<file path="src/logic/ext_bus_cfg.svh">
// timing counts, reset values and field positions for the external bus pin block
// assumes inclusion by bare name; definitions only
`ifndef EXT_BUS_CFG_SVH
`define EXT_BUS_CFG_SVH
`define OSC_PER_MCYCLE     4
`define RST_QUAL_MCYCLES   2
`define P1_T2_COUNT        0
`define P1_T2_AUX          1
`define P1_SER2_RX         2
`define P1_SER2_TX         3
`define P1_IRQ_LO          4
`define P3_SER1_RX         0
`define P3_SER1_TX         1
`define P3_IRQ0            2
`define P3_IRQ1            3
`define P3_T0              4
`define P3_T1              5
`define P3_WR_STROBE       6
`define P3_RD_STROBE       7
`define P4_WAIT            0
`define P4_REBOOT          3
`define PORT_RESET_VAL     8'hFF
`endif

</file>
<file path="src/logic/ext_bus_pkg.sv">
// types for the external bus pin block
// assumes ext_bus_cfg.svh carries the numeric constants
package ext_bus_pkg;
   typedef enum logic [1:0] {
      acc_idle,
      acc_code,
      acc_rd,
      acc_wr
   } acc_kind_e;
   // core request toward the external bus
   typedef struct packed {
      logic       valid;
      acc_kind_e  kind;
      logic [15:0] addr;
      logic [7:0] wdata;
   } bus_req_s;
   // alternate-function inputs handed to the core peripherals
   typedef struct packed {
      logic       timer_two_count_input;
      logic       timer_two_aux_control;
      logic       second_serial_receive;
      logic       first_serial_receive;
      logic       timer_zero_input;
      logic       timer_one_input;
      logic [5:0] ext_irq;
      logic       wait_in;
      logic       reboot_req;
   } alt_in_s;
   typedef enum logic [2:0] {
      ph_idle,
      ph_addr,
      ph_latch,
      ph_data,
      ph_stretch,
      ph_done
   } phase_e;
endpackage

</file>
<file path="src/logic/ext_bus_pins.sv">
// external memory bus sequencer, port multiplexing and reset qualification
// assumes pins pass through pads resolving output enables; core runs on clk
`timescale 1ns/1ns
`include "ext_bus_cfg.svh"
module ext_bus_pins #(
   parameter int MC_LEN  = `OSC_PER_MCYCLE,
   parameter int RST_MCS = `RST_QUAL_MCYCLES
) (
   // clock and reset
   input  wire logic                  clk,
   input  wire logic                  sys_rst,
   // core side
   input  wire ext_bus_pkg::bus_req_s req,
   input  wire logic                  code_is_internal,
   input  wire logic [7:0]            p0_gpio,
   input  wire logic [7:0]            p1_gpio,
   input  wire logic [7:0]            p2_gpio,
   input  wire logic [7:0]            p3_gpio,
   input  wire logic [3:0]            p4_gpio,
   input  wire logic                  p0_pullup_en,
   input  wire logic                  wait_enable,
   input  wire logic                  second_serial_transmit,
   input  wire logic                  first_serial_transmit,
   output logic                       req_done,
   output logic [7:0]                 rdata,
   output logic                       core_reset,
   output logic                       fetch_external,
   output ext_bus_pkg::alt_in_s       alt_in,
   // strap and pins
   input  wire logic                  external_fetch_select_n,
   input  wire logic                  rst_pin,
   input  wire logic [7:0]            p0_in,
   input  wire logic [7:0]            p1_in,
   input  wire logic [7:0]            p3_in,
   input  wire logic [3:0]            p4_in,
   output logic [7:0]                 p0_out,
   output logic [7:0]                 p0_oe,
   output logic                       p0_pullup,
   output logic [7:0]                 p1_out,
   output logic [7:0]                 p2_out,
   output logic [7:0]                 p3_out,
   output logic [3:0]                 p4_out,
   output logic [3:0]                 p4_oe,
   output logic                       program_fetch_strobe_n,
   output logic                       addr_latch_strobe
);
   localparam int RST_CLKS = MC_LEN * RST_MCS;

   typedef struct packed {
      logic [7:0]           s1_p0, s2_p0;
      logic [7:0]           s1_p1, s2_p1;
      logic [7:0]           s1_p3, s2_p3;
      logic [3:0]           s1_p4, s2_p4;
      logic [1:0]           s1_misc, s2_misc;
      logic [3:0]           rst_cnt;
      logic [1:0]           settle;
      logic                 core_reset;
      logic                 fetch_external;
      logic [1:0]           mc_cnt;
      ext_bus_pkg::phase_e  ph;
      ext_bus_pkg::acc_kind_e kind;
      logic [15:0]          addr;
      logic [7:0]           wdata;
      logic                 req_done;
      logic [7:0]           rdata;
      logic [7:0]           p0_out, p0_oe;
      logic                 p0_pullup;
      logic [7:0]           p1_out, p2_out, p3_out;
      logic [3:0]           p4_out, p4_oe;
      logic                 program_fetch_strobe_n_n;
      logic                 ale;
      ext_bus_pkg::alt_in_s alt;
   } state_s;

   state_s st;
   state_s next_st;
   logic   mc_tick;
   logic   wait_seen;

   assign mc_tick   = (st.mc_cnt == 2'(MC_LEN - 1));
   assign wait_seen = wait_enable & ~st.s2_p4[`P4_WAIT];

   // next-state logic for the whole block
   always_comb begin
      next_st = st;
      // two-stage synchronisers on every pin input
      next_st.s1_p0 = p0_in;
      next_st.s2_p0 = st.s1_p0;
      next_st.s1_p1 = p1_in;
      next_st.s2_p1 = st.s1_p1;
      next_st.s1_p3 = p3_in;
      next_st.s2_p3 = st.s1_p3;
      next_st.s1_p4 = p4_in;
      next_st.s2_p4 = st.s1_p4;
      next_st.s1_misc = {rst_pin, external_fetch_select_n};
      next_st.s2_misc = st.s1_misc;
      next_st.mc_cnt = st.mc_cnt + 2'h1;
      next_st.req_done = 1'b0;
      // reset pin must stay high a full qualification window;
      // core reset is held until the strap has crossed both synchroniser stages,
      // otherwise the cleared synchroniser would be taken for a low strap
      next_st.settle = {st.settle[0], 1'b1};
      if (!st.s2_misc[1]) begin
         next_st.rst_cnt = 4'h0;
         next_st.core_reset = ~st.settle[1];
      end else if (st.rst_cnt >= 4'(RST_CLKS - 1)) begin
         next_st.core_reset = 1'b1;
      end else begin
         next_st.rst_cnt = st.rst_cnt + 4'h1;
      end
      // strap sampled while reset held, so it stays stable during a run
      if (st.core_reset) begin
         next_st.fetch_external = ~st.s2_misc[0];
      end
      // bus sequencer, one phase per machine cycle
      if (mc_tick) begin
         case (st.ph)
            ext_bus_pkg::ph_idle: begin
               if (req.valid && !st.core_reset
                   && !(req.kind == ext_bus_pkg::acc_code && code_is_internal && !st.fetch_external)) begin
                  next_st.ph    = ext_bus_pkg::ph_addr;
                  next_st.kind  = req.kind;
                  next_st.addr  = req.addr;
                  next_st.wdata = req.wdata;
                  next_st.ale   = 1'b1;
               end
            end
            ext_bus_pkg::ph_addr: begin
               next_st.ale = 1'b0;
               next_st.ph  = ext_bus_pkg::ph_data;
               if (st.kind == ext_bus_pkg::acc_code) begin
                  next_st.program_fetch_strobe_n_n = 1'b0;
               end
            end
            ext_bus_pkg::ph_data: begin
               next_st.ph = wait_seen ? ext_bus_pkg::ph_stretch : ext_bus_pkg::ph_done;
            end
            ext_bus_pkg::ph_stretch: begin
               if (!wait_seen) begin
                  next_st.ph = ext_bus_pkg::ph_done;
               end
            end
            ext_bus_pkg::ph_done: begin
               next_st.rdata    = st.s2_p0;
               next_st.req_done = 1'b1;
               next_st.program_fetch_strobe_n_n   = 1'b1;
               next_st.ph       = ext_bus_pkg::ph_idle;
            end
            default: next_st.ph = ext_bus_pkg::ph_idle;
         endcase
      end
      // reset aborts any access before the port drive below can show it
      if (st.core_reset) begin
         next_st.ph     = ext_bus_pkg::ph_idle;
         next_st.program_fetch_strobe_n_n = 1'b1;
         next_st.ale    = 1'b0;
      end
      // port drive: address phase, then data or release
      next_st.p0_pullup = p0_pullup_en;
      next_st.p2_out = p2_gpio;
      next_st.p0_out = p0_gpio;
      next_st.p0_oe  = ~p0_gpio; // open-drain pulls low only
      next_st.p3_out = p3_gpio;
      next_st.p3_out[`P3_SER1_TX] = p3_gpio[`P3_SER1_TX] & first_serial_transmit;
      next_st.p1_out = p1_gpio;
      next_st.p1_out[`P1_SER2_TX] = p1_gpio[`P1_SER2_TX] & second_serial_transmit;
      if (next_st.ph != ext_bus_pkg::ph_idle) begin
         next_st.p2_out = next_st.addr[15:8];
         if (next_st.ph == ext_bus_pkg::ph_addr) begin
            next_st.p0_out = next_st.addr[7:0];
            next_st.p0_oe  = 8'hFF;
         end else if (next_st.kind == ext_bus_pkg::acc_wr) begin
            next_st.p0_out = next_st.wdata;
            next_st.p0_oe  = 8'hFF;
            next_st.p3_out[`P3_WR_STROBE] = 1'b0;
         end else begin
            next_st.p0_oe = 8'h00;
            if (next_st.kind == ext_bus_pkg::acc_rd) begin
               next_st.p3_out[`P3_RD_STROBE] = 1'b0;
            end
         end
      end
      // port 4 quasi-bidirectional, wait pin released when enabled
      next_st.p4_out = p4_gpio;
      next_st.p4_oe  = ~p4_gpio;
      if (wait_enable) begin
         next_st.p4_oe[`P4_WAIT] = 1'b0;
      end
      // alternate-function input routing
      next_st.alt.timer_two_count_input = st.s2_p1[`P1_T2_COUNT];
      next_st.alt.timer_two_aux_control = st.s2_p1[`P1_T2_AUX];
      next_st.alt.second_serial_receive = st.s2_p1[`P1_SER2_RX];
      next_st.alt.first_serial_receive  = st.s2_p3[`P3_SER1_RX];
      next_st.alt.timer_zero_input      = st.s2_p3[`P3_T0];
      next_st.alt.timer_one_input       = st.s2_p3[`P3_T1];
      next_st.alt.ext_irq = {st.s2_p1[7:`P1_IRQ_LO], st.s2_p3[`P3_IRQ1], st.s2_p3[`P3_IRQ0]};
      next_st.alt.wait_in    = wait_seen;
      next_st.alt.reboot_req = ~st.s2_p4[`P4_REBOOT];
   end

   // single state register
   always_ff @(posedge clk or posedge sys_rst) begin
      if (sys_rst) begin
         st <= '0;
         st.ph <= ext_bus_pkg::ph_idle;
         st.kind <= ext_bus_pkg::acc_idle;
         st.program_fetch_strobe_n_n <= 1'b1;
         st.core_reset <= 1'b1;
         st.p1_out <= `PORT_RESET_VAL;
         st.p2_out <= `PORT_RESET_VAL;
         st.p3_out <= `PORT_RESET_VAL;
         st.p4_out <= 4'hF;
      end else begin
         st <= next_st;
      end
   end

   assign req_done               = st.req_done;
   assign rdata                  = st.rdata;
   assign core_reset             = st.core_reset;
   assign fetch_external         = st.fetch_external;
   assign alt_in                 = st.alt;
   assign p0_out                 = st.p0_out;
   assign p0_oe                  = st.p0_oe;
   assign p0_pullup              = st.p0_pullup;
   assign p1_out                 = st.p1_out;
   assign p2_out                 = st.p2_out;
   assign p3_out                 = st.p3_out;
   assign p4_out                 = st.p4_out;
   assign p4_oe                  = st.p4_oe;
   assign program_fetch_strobe_n = st.program_fetch_strobe_n_n;
   assign addr_latch_strobe      = st.ale;

   // checks
   a_program_fetch_strobe_n_code_only: assert property (@(posedge clk) disable iff (sys_rst)
      !program_fetch_strobe_n |-> st.kind == ext_bus_pkg::acc_code) else $error("fetch strobe on non-code access");
   a_program_fetch_strobe_n_ext: assert property (@(posedge clk) disable iff (sys_rst)
      $fell(program_fetch_strobe_n) |-> $past(st.kind) == ext_bus_pkg::acc_code) else $error("strobe without code");
   a_ale_pulse: assert property (@(posedge clk) disable iff (sys_rst)
      $rose(addr_latch_strobe) |-> addr_latch_strobe [*4] ##1 !addr_latch_strobe) else $error("latch strobe width");
   a_ale_addr: assert property (@(posedge clk) disable iff (sys_rst)
      addr_latch_strobe |-> p0_oe == 8'hFF && p0_out == st.addr[7:0]) else $error("low address missing");
   a_p2_addr: assert property (@(posedge clk) disable iff (sys_rst)
      addr_latch_strobe |-> p2_out == st.addr[15:8]) else $error("upper address missing");
   a_wr_strobe: assert property (@(posedge clk) disable iff (sys_rst)
      !p3_out[`P3_WR_STROBE] && !p3_gpio[`P3_WR_STROBE] == 1'b0 |-> st.kind == ext_bus_pkg::acc_wr)
      else $error("write strobe misuse");
   a_rd_strobe: assert property (@(posedge clk) disable iff (sys_rst)
      !p3_out[`P3_RD_STROBE] && p3_gpio[`P3_RD_STROBE] |-> st.kind == ext_bus_pkg::acc_rd)
      else $error("read strobe misuse");
   a_wait_input: assert property (@(posedge clk) disable iff (sys_rst)
      $past(wait_enable) |-> !p4_oe[`P4_WAIT]) else $error("wait pin driven");
   a_rst_qual: assert property (@(posedge clk) disable iff (sys_rst)
      !core_reset && !st.s2_misc[1] ##1 st.s2_misc[1] [*7] |-> !core_reset) else $error("reset too early");
   c_code_fetch: cover property (@(posedge clk) $fell(program_fetch_strobe_n));
   c_write: cover property (@(posedge clk) $fell(p3_out[`P3_WR_STROBE]));
   c_stretch: cover property (@(posedge clk) st.ph == ext_bus_pkg::ph_stretch);
endmodule // ext_bus_pins

</file>
<file path="config.mk">
export PLATFORM = sky130hd
export DESIGN_NAME = ext_bus_pins
export DESIGN_NICKNAME = d
export VERILOG_FILES = /design/src/logic/ext_bus_pkg.sv /design/src/logic/ext_bus_pins.sv
export VERILOG_INCLUDE_DIRS = /design/src /design/src/logic
export SDC_FILE = /design/constraint.sdc
export NUM_CORES = 1
export LEC_CHECK = 0
export BUFFER_PORTS_ARGS = -buffer_cell sky130_fd_sc_hd__buf_4
export CAP_MARGIN = 20
export CORE_ASPECT_RATIO = 1.5
export CORE_MARGIN = 10
export CORE_UTILIZATION = 30
export CTS_BUF_LIST = sky130_fd_sc_hd__clkbuf_16
export DETAILED_ROUTE_END_ITERATION = 8
export GPL_TIMING_DRIVEN = 0
export PLACE_DENSITY_LB_ADDON = 0.08
export SLEW_MARGIN = 20
export SYNTH_ARGS = -nofsm -noshare
export SYNTH_HDL_FRONTEND = slang
export SYNTH_SLANG_ARGS = --single-unit
</file>
<file path="constraint.sdc">
create_clock -name clk -period 5 [get_ports clk]
set_input_delay 1 -clock clk [delete_from_list [all_inputs] [get_ports clk]]
set_output_delay 1 -clock clk [all_outputs]
set_load 0.005 [all_outputs]
</file>
== Word-level counts from Yosys, hierarchy flattened ==
Index checks and enable logic that the tools add are counted.
Word-level totals
  RAM bits: 0
  bits in latches: 0
  register bits: 169
  memories kept: 0
  ROM bits: 0
  word-level logic and storage cells: 109
Cells by class
  shifts and indexed selects: 0
  divide/modulo/power cells: 0
  $mul: 0
  reduce and logical (&&, ||, !) cells: 15
  bitwise gates (word level): 9
  muxes and demuxes: 28
  $add $sub $neg: 2
  order comparisons: 1
  equality and inequality tests: 14
Operators with widths (number)
  two-way mux 38 bit: 1
  two-way mux 16 bit: 2
  two-way mux 29 bit: 1
  two-way mux 26 bit: 1
  two-way mux 8 bit: 2
  one-hot mux 3 bit (4 select lines): 1
  two-way mux 10 bit: 1
  two-way mux 1 bit: 9
  two-way mux 9 bit: 1
  nonzero test 3 bit: 3
  two-way mux 4 bit: 2
  inverter 8 bit: 1
  == test 2 bit (second input constant): 3
  == test 3 x 1 -> 1 bit (second input constant): 2
  == test 3 bit (second input constant): 2
  two-way mux 2 bit: 3
  two-way mux 3 bit: 2
  != test 3 bit (second input constant): 2
  AND reduction 3 bit: 2
  adder 4 x 1 -> 4 bit (second input constant): 1
  == test 2 x 1 -> 1 bit (second input constant): 2
  greater-or-equal comparator 4 x 3 -> 1 bit (second input constant): 1
  logical AND 1 bit: 4
  inverter 1 bit: 4
  other kinds (11): 16

== Depth between registers and ports, before layout ==
Gate-level depths: netlist of the first run.
  depth in word-level cells: 13
  depth in mapped cells: 7
  mapped depth without buffers: 6

== Least setup slack after synthesis of the first run ==
No wires, ideal clock.
  path type: input port to flip-flop
  start point: input port req[25] (netlist bit)
  end point: register, netlist name p2_out[5]
  cell stages on the path: 6
  library setup time: 82 ps
  arrival: 2274 ps
  data required time: 4918 ps
  setup slack: 2644 ps
  path through: nand4bb_1 > nand4_1 > buf_2 > buf_6 > mux2_4 > mux2_2
RTL lines
  start: declaration: line ext_bus_pins.sv:13  | input wire ext_bus_pkg::bus_req_s req,

==> key figures, run 1 <==
Place
  – Buffers added on ports: 169
  – Dpl hpwl: 9.73 mm
  – GPL Wtd Cong: 0.690

Setup path
  – Register-to-register setup slack: 2.62 ns
  – Peak fanout along the critical path: 9
  – Worst EP required: 5.26 ns
  – CP Capture Type: flop
  – Startpoint Class: primary input
  – Critical path type: primary input to flop
  – Worst EP arrival: 2.69 ns

Route
  – Initial DRC count: 150
  – Drt wl/cell: 15.3 µm
  – Via count: 3,453
  – TritonRoute pass-1 iters: 5
  – DRT Wirelength: 13.0 mm
  – Vias/cell: 4.06
  – Antenna-violating nets left: 0
  – Drt drc: 0

Logic synthesis
  – Number of flops mapped to enable cells by yosys: 0
  – Top-area cell type share of the netlist area: 56.9%
  – Netlist cell types: 42
  – Syn nets: 490
  – Async SR Flop Fraction: 100%
  – Top_reg_cell synth: dfrtp_1
  – Yosys Warn Count: 0
  – Most frequent cell after synthesis: dfrtp_1
  – Leading area contributor after synthesis: dfrtp_1
  – Largest cells by area after synthesis: dfrtp_1, dfstp_2, buf_4
  – Synth Instances: 388
  – Yosys reg bits: 161
  – Most instantiated cells after synthesis: dfrtp_1, buf_4, inv_1
  – Syn Area/Cell: 14.8 µm²
  – Sequential-to-total area share from yosys stat: 70.6%
  – Mapped cell area: 5760 µm²

Timing
  – TNS Setup: 0 ns
  – RSZ-0062 raised after global routing: false
  – Worst Tran Pin Value: 0.665 ns
  – Fin crit share: 48.5%
  – Slew HR: 55.5%
  – Maximum clock rate: 412 MHz
  – Final setup vio count: 0
  – Final Max Tran Viols: 0
  – Period minus WS final: 2.43 ns
  – Hold Vio Cnt, Final: 0
  – Clock skew: 0.00895 ns

Clocking
  – CTS tree: done
  – Clk_lat worst skew: 0.42 ns
  – PostCTS Resize Cnt: 0
  – Clock buffer depth: 2
  – Hold_buf cts: 0
  – Cts bufs inserted: 17
  – Clock sinks: 161
  – Post-CTS setup buffer count: 0
  – H-tree Lvls: 4
  – Clk root buf: clkbuf_16
  – Clk slew on worst S/H paths: 0.06 ns

Die
  – Die width: 133 µm
  – Total core area: 19,000 µm²
  – Die area: 25,200 µm²
  – Initial core utilization: 30.3%
  – FP Rows: 62
  – Die Y: 190 µm
  – # IOs: 176

Global routing
  – Met3 GRT Util: 3.54%
  – Vias in the first global route: 3,821
  – Congestion Overflow GR: 0
  – First-pass GRT wire length: 20.6 mm
  – Met1 usage: 11.2%
  – Initial antenna violation count: 0
  – GRT Util Overall: 10.6%
  – GR peak layer: met2
  – Met2 Usage GRT: 18.7%
  – Largest net degree at the start of global routing: 34

Power and ir drop
  – Total power: 3.04 mW
  – Leakage power: 4.01 nW
  – Cell Pwr Density: 380 nW/µm²
  – Max rail drop VDD: 182 µV

Finish
  – Area of the multi-input gates: 993 µm²
  – Register area: 4070 µm²
  – Filler Cell Count: 1,846
  – Nets: 683
  – Share of layout cells above drive strength 1: 58.6%
  – Ant. Diodes: 0
  – Synthesis-to-finish area growth: 38.8%

Flow run
  – Max-cap viol count: 0

Outcome
  – Outcome: finished, final reports clean

Hold path
  – Worst min path class: flop to flop
==> where the power goes <==
part	internal, mW	switching (mW)	total, mW
sequential	1.44	0.0424	1.48
clock	0.642	0.539	1.18
combinational	0.232	0.144	0.376
==> cell usage in the layout, fill, tap and decap left out, types with 2 or more instances in the layout <==
cell | Yosys | layout
mux2i_1 | 10 | 10
clkinv_1 | 0 | 2
buf_4 | 70 | 239
clkinvlp_4 | 0 | 2
dfstp_2 | 30 | 30
nor2_1 | 5 | 5
o21ai_0 | 3 | 3
inv_1 | 34 | 34
mux2_2 | 32 | 32
mux2_4 | 2 | 2
nand4_1 | 3 | 3
buf_12 | 0 | 4
and2_1 | 5 | 5
clkbuf_16 | 0 | 17
ha_1 | 2 | 2
dfrtp_1 | 131 | 131
a21oi_1 | 11 | 11
o21a_1 | 2 | 2
buf_2 | 4 | 4
a222oi_1 | 8 | 8
nor2b_1 | 5 | 5
inv_6 | 0 | 5
inv_8 | 0 | 2
clkinv_2 | 0 | 3
nand2_1 | 7 | 7
==> worst max-delay path, cell delays in order <==
cell       delay, ns
buf_4           0.12
nand4bb_1       0.21
nand4_1         0.19
mux2i_1         0.36
and2_1          0.17
clkbuf_1        0.40
a222oi_1        0.22
==> through the flow <==
step	util (%)	hold slack [ns]	worst slack, ns	instance area, µm²	std cells
5_1_grt	42.0	0.351	2.43	7990	850
3_5_place_dp	39.2	0.335	2.10	7460	818
3_3_place_gp	38.7	0.331	1.01	7350	813
6_report	42.0	0.346	2.57	7990	850
2_1_floorplan	-	0.331	1.98	5760	388
4_1_cts	42.0	0.346	2.55	7990	850
==> metal layers <==
layer	vias up	share of wire (%)
met5	-	0
met4	0	1.2
met3	15	5.5
met2	106	56
met1	1732	37
li1	1600	-
==> registers in the layout, indices dropped and copies added, names as in the netlist, 4 cells and up <==
name,cells
p0_oe,8
p3_out,8
p0_out,8
rdata,8
st,48
next_st,37
alt_in,14
p2_out,8
p4_out,4
p4_oe,4
p1_out,8
==> cell type report <==
class / instances / share of cell area, %
flip-flops and latches: 161 / 50.9
repair buffers: 174 / 17.2
multi-input cells: 115 / 12.4
plain buffers: 77 / 7.08
clock buffers: 17 / 5.32
well taps: 256 / 4.01
inverters: 35 / 1.69
clock inverters: 15 / 1.36
==> worst paths after layout <==
path / to / from / cells past startpoint
max in group asynchronous: p2_out[0]$_DFF_PP1_ / sys_rst / 4
worst max-delay path: p0_out[1]$_DFF_PP0_ / req[25] / 7
min in group asynchronous: p0_out[4]$_DFF_PP0_ / sys_rst / 2
worst min-delay path: alt_in[6]$_DFF_PP0_ / next_st[6]$_DFF_PP0_ / 0
worst min register to register: alt_in[6]$_DFF_PP0_ / next_st[6]$_DFF_PP0_ / 0
worst max register to register: p0_out[1]$_DFF_PP0_ / st[103]$_DFF_PP0_ / 7
==> cells by family (layout without fill, tap and decap cells) <==
group | count (synthesis) | in the layout | synth area share, %
AO/OA/AOI/OAI | 34 | 34 | 4.78
other | 1 | 1 | 0.0651
multiplexers | 44 | 44 | 8.52
buffers and inverters | 112 | 318 | 12.1
AND/OR/NAND/NOR | 33 | 33 | 3.30
flip-flops | 161 | 161 | 70.6
XOR/XNOR | 1 | 1 | 0.152
adder cells (fa/ha/maj) | 2 | 2 | 0.435
No activity file was read; power rests on OpenSTA's default activity.
==> inputs of run 2 (changes only) <==
Clock period 5 ns to 2.4 ns, I/O delays scaled along.
==> run 2 against run 1 <==
  * Count of clock-buffer cells in the layout stayed put
  * Critical path depth did not move
  * Power rose by 110%
  * Die area stayed put
  * Wire length grew 0.42%
  * Via count about the same
  * Utilization rose by 0.053 points
  * Register-to-register slack worse by 2.4 ns
  * First-iteration DRC count fell by 1.3%
  * Final cell count stayed put
  * Cell area rose by 0.13%
  * Highest routed layer unchanged
==> key figures, run 2 (synthesized netlist as in run 1, its figures left out) <==
Finish
  – Post-Route Utilization: 42.1% (+0.053 points)
  – Share of layout cells above drive strength 1: 58.9% (+0.34 points)
  – Fin area: 8000 µm² (+0.13%)
  – Layout Cells excl Fill: 850 (unchanged)
  – Max reg flops: 48 (unchanged)
  – Most frequent cells in the layout: buf_4, dfrtp_1, inv_1
  – Ant. Diodes: 0 (unchanged)
  – Most common cell after layout, fill and taps aside: buf_4
  – Filler Cell Count: 1,846 (unchanged)
  – Largest register by flop count: st
  – Synthesis-to-finish area growth: 39.0%
  – Nets: 683 (unchanged)

Global routing
  – Congestion Overflow GR: 0 (unchanged)
  – Vias in the first global route: 3,822 (+0.026%)
  – GRT Util Overall: 10.6% (about the same)
  – First-pass GRT wire length: 20.6 mm (about the same)
  – Initial antenna violation count: 0 (unchanged)
  – Largest net degree at the start of global routing: 34 (unchanged)

Hold path
  – Worst min path class: primary input to async pin

Timing
  – Hold WS: 0.0906 ns (-0.256 ns)
  – Final WS setup: 0.219 ns (-2.35 ns)
  – RSZ-0062 raised after global routing: false
  – Final setup vio count: 0 (unchanged)
  – Period minus WS final: 2.18 ns
  – Clock skew: 0.00872 ns (-0.000232 ns)
  – Maximum clock rate: 458 MHz
  – Hold Vio Cnt, Final: 0 (unchanged)
  – Slew HR: 54.9% (-0.57 points)
  – Worst Tran Pin Value: 0.674 ns (+0.00848 ns)
  – TNS Setup: 0 ns (unchanged)
  – Final Max Tran Viols: 0 (unchanged)
  – Fin crit share: 90.9%

Clocking
  – H-tree Lvls: 4 (unchanged)
  – Cts bufs inserted: 17 (unchanged)
  – Clk_lat worst skew: 0.42 ns (about the same)
  – Clock buffer depth: 2 (unchanged)
  – Clock sinks: 161 (unchanged)
  – Hold_buf cts: 0 (unchanged)
  – CTS tree: done
  – Clk root buf: clkbuf_16
  – Clk slew on worst S/H paths: 0.07 ns (about the same)

Place
  – Area after DPL: 7460 µm² (unchanged)
  – Buffers added on ports: 169 (unchanged)
  – GPL Wtd Cong: 0.690 (unchanged)
  – Dpl hpwl: 9.73 mm (unchanged)
  – Worst slack at placement: -0.00532 ns (-2.11 ns)
  – Cells after DPL: 818 (unchanged)

Setup path
  – Critical path type: flop to flop
  – Reg-to-Reg Start: st[103]$_DFF_PP0_
  – CP Capture Type: flop
  – R2r worst-path depth: 7 (unchanged)
  – Peak fanout along the critical path: 9 (unchanged)
  – Register-to-register setup slack: 0.22 ns (-2.40 ns)
  – Startpoint Class: flop
  – Worst EP required: 2.66 ns (-2.60 ns)
  – Worst r2r dst: p0_out[1]$_DFF_PP0_
  – Worst EP arrival: 2.44 ns (-0.25 ns)

Die
  – Die Y: 190 µm (unchanged)
  – Die area: 25,200 µm² (unchanged)
  – Initial core utilization: 30.3% (unchanged)
  – Total core area: 19,000 µm² (unchanged)
  – FP Rows: 62 (unchanged)
  – # IOs: 176 (unchanged)
  – Die width: 133 µm (unchanged)

Route
  – Drt wl/cell: 15.4 µm (+0.42%)
  – DRT Wirelength: 13.1 mm (+0.42%)
  – Drt drc: 0 (unchanged)
  – TritonRoute pass-1 iters: 7 (+2)
  – Vias/cell: 4.07 (about the same)
  – Antenna-violating nets left: 0 (unchanged)
  – Initial DRC count: 148 (-1.3%)
  – Via count: 3,456 (+0.087%)

Power and ir drop
  – Max rail drop VDD: 379 µV (+110%)
  – Leakage power: 4.01 nW (about the same)
  – Total power: 6.34 mW (+110%)
  – Cell Pwr Density: 792 nW/µm² (+110%)

Flow run
  – Max-cap viol count: 0 (unchanged)

Outcome
  – Outcome: finished, final reports clean
-- run 2: final cells by class --
cell class | instances | area, µm² | share of cell area [%]
tap | 256 | 320 | 4.00
buffer | 76 | 562 | 7.02
timing repair buffer | 175 | 1380 | 17.3
sequential | 161 | 4070 | 50.8
clock buffer | 17 | 425 | 5.32
clock inverter | 15 | 109 | 1.36
multi-input combinational | 115 | 1000 | 12.5
inverter | 35 | 135 | 1.69
-- run 2: worst max-delay path by stage --
stage                      start                       endpoint  slack, ns
5_1_grt        st[102]$_DFF_PP0_            p0_out[1]$_DFF_PP0_       0.01
3_5_place_dp   st[103]$_DFF_PP0_            p0_out[5]$_DFF_PP0_     -0.005
2_1_floorplan            sys_rst  addr_latch_strobe$_DFFE_PP0P_       -0.1
6_report       st[103]$_DFF_PP0_            p0_out[1]$_DFF_PP0_       0.22
3_3_place_gp             sys_rst             p4_oe[1]$_DFF_PP0_      -1.07
4_1_cts        st[102]$_DFF_PP0_            p0_out[5]$_DFF_PP0_       0.11
-- run 2: metal layers --
metal | track usage [%] | wire [µm] | vias up
met5 | 0 | 0 | -
met3 | 3.54 | 727 | 15
met4 | 4.53 | 151 | 0
li1 | - | - | 1600
met1 | 11.2 | 4880 | 1741
met2 | 18.7 | 7310 | 100
-- run 2: where the power goes --
| group | internal (mW) | switching, mW | total [mW] |
|---|---|---|---|
| Combinational | 0.484 | 0.301 | 0.785 |
| Clock | 1.34 | 1.12 | 2.46 |
| Sequential | 3.00 | 0.0889 | 3.09 |
-- run 2: timing repair --
action | in CTS | in global routing
setup buffers | 1 | 0
pin swaps | 1 | 0
endpoints found under the setup margin | 5 | 8
gates resized for setup | 0 | 1
-- run 2: critical path: stages, from the launching register on --
cell	delay, ns
dfrtp_1	0.34
ha_1	0.14
buf_2	0.18
o21ai_0	0.17
a311oi_2	0.43
o2111ai_4	0.31
o21ai_2	0.30
a222oi_1	0.15
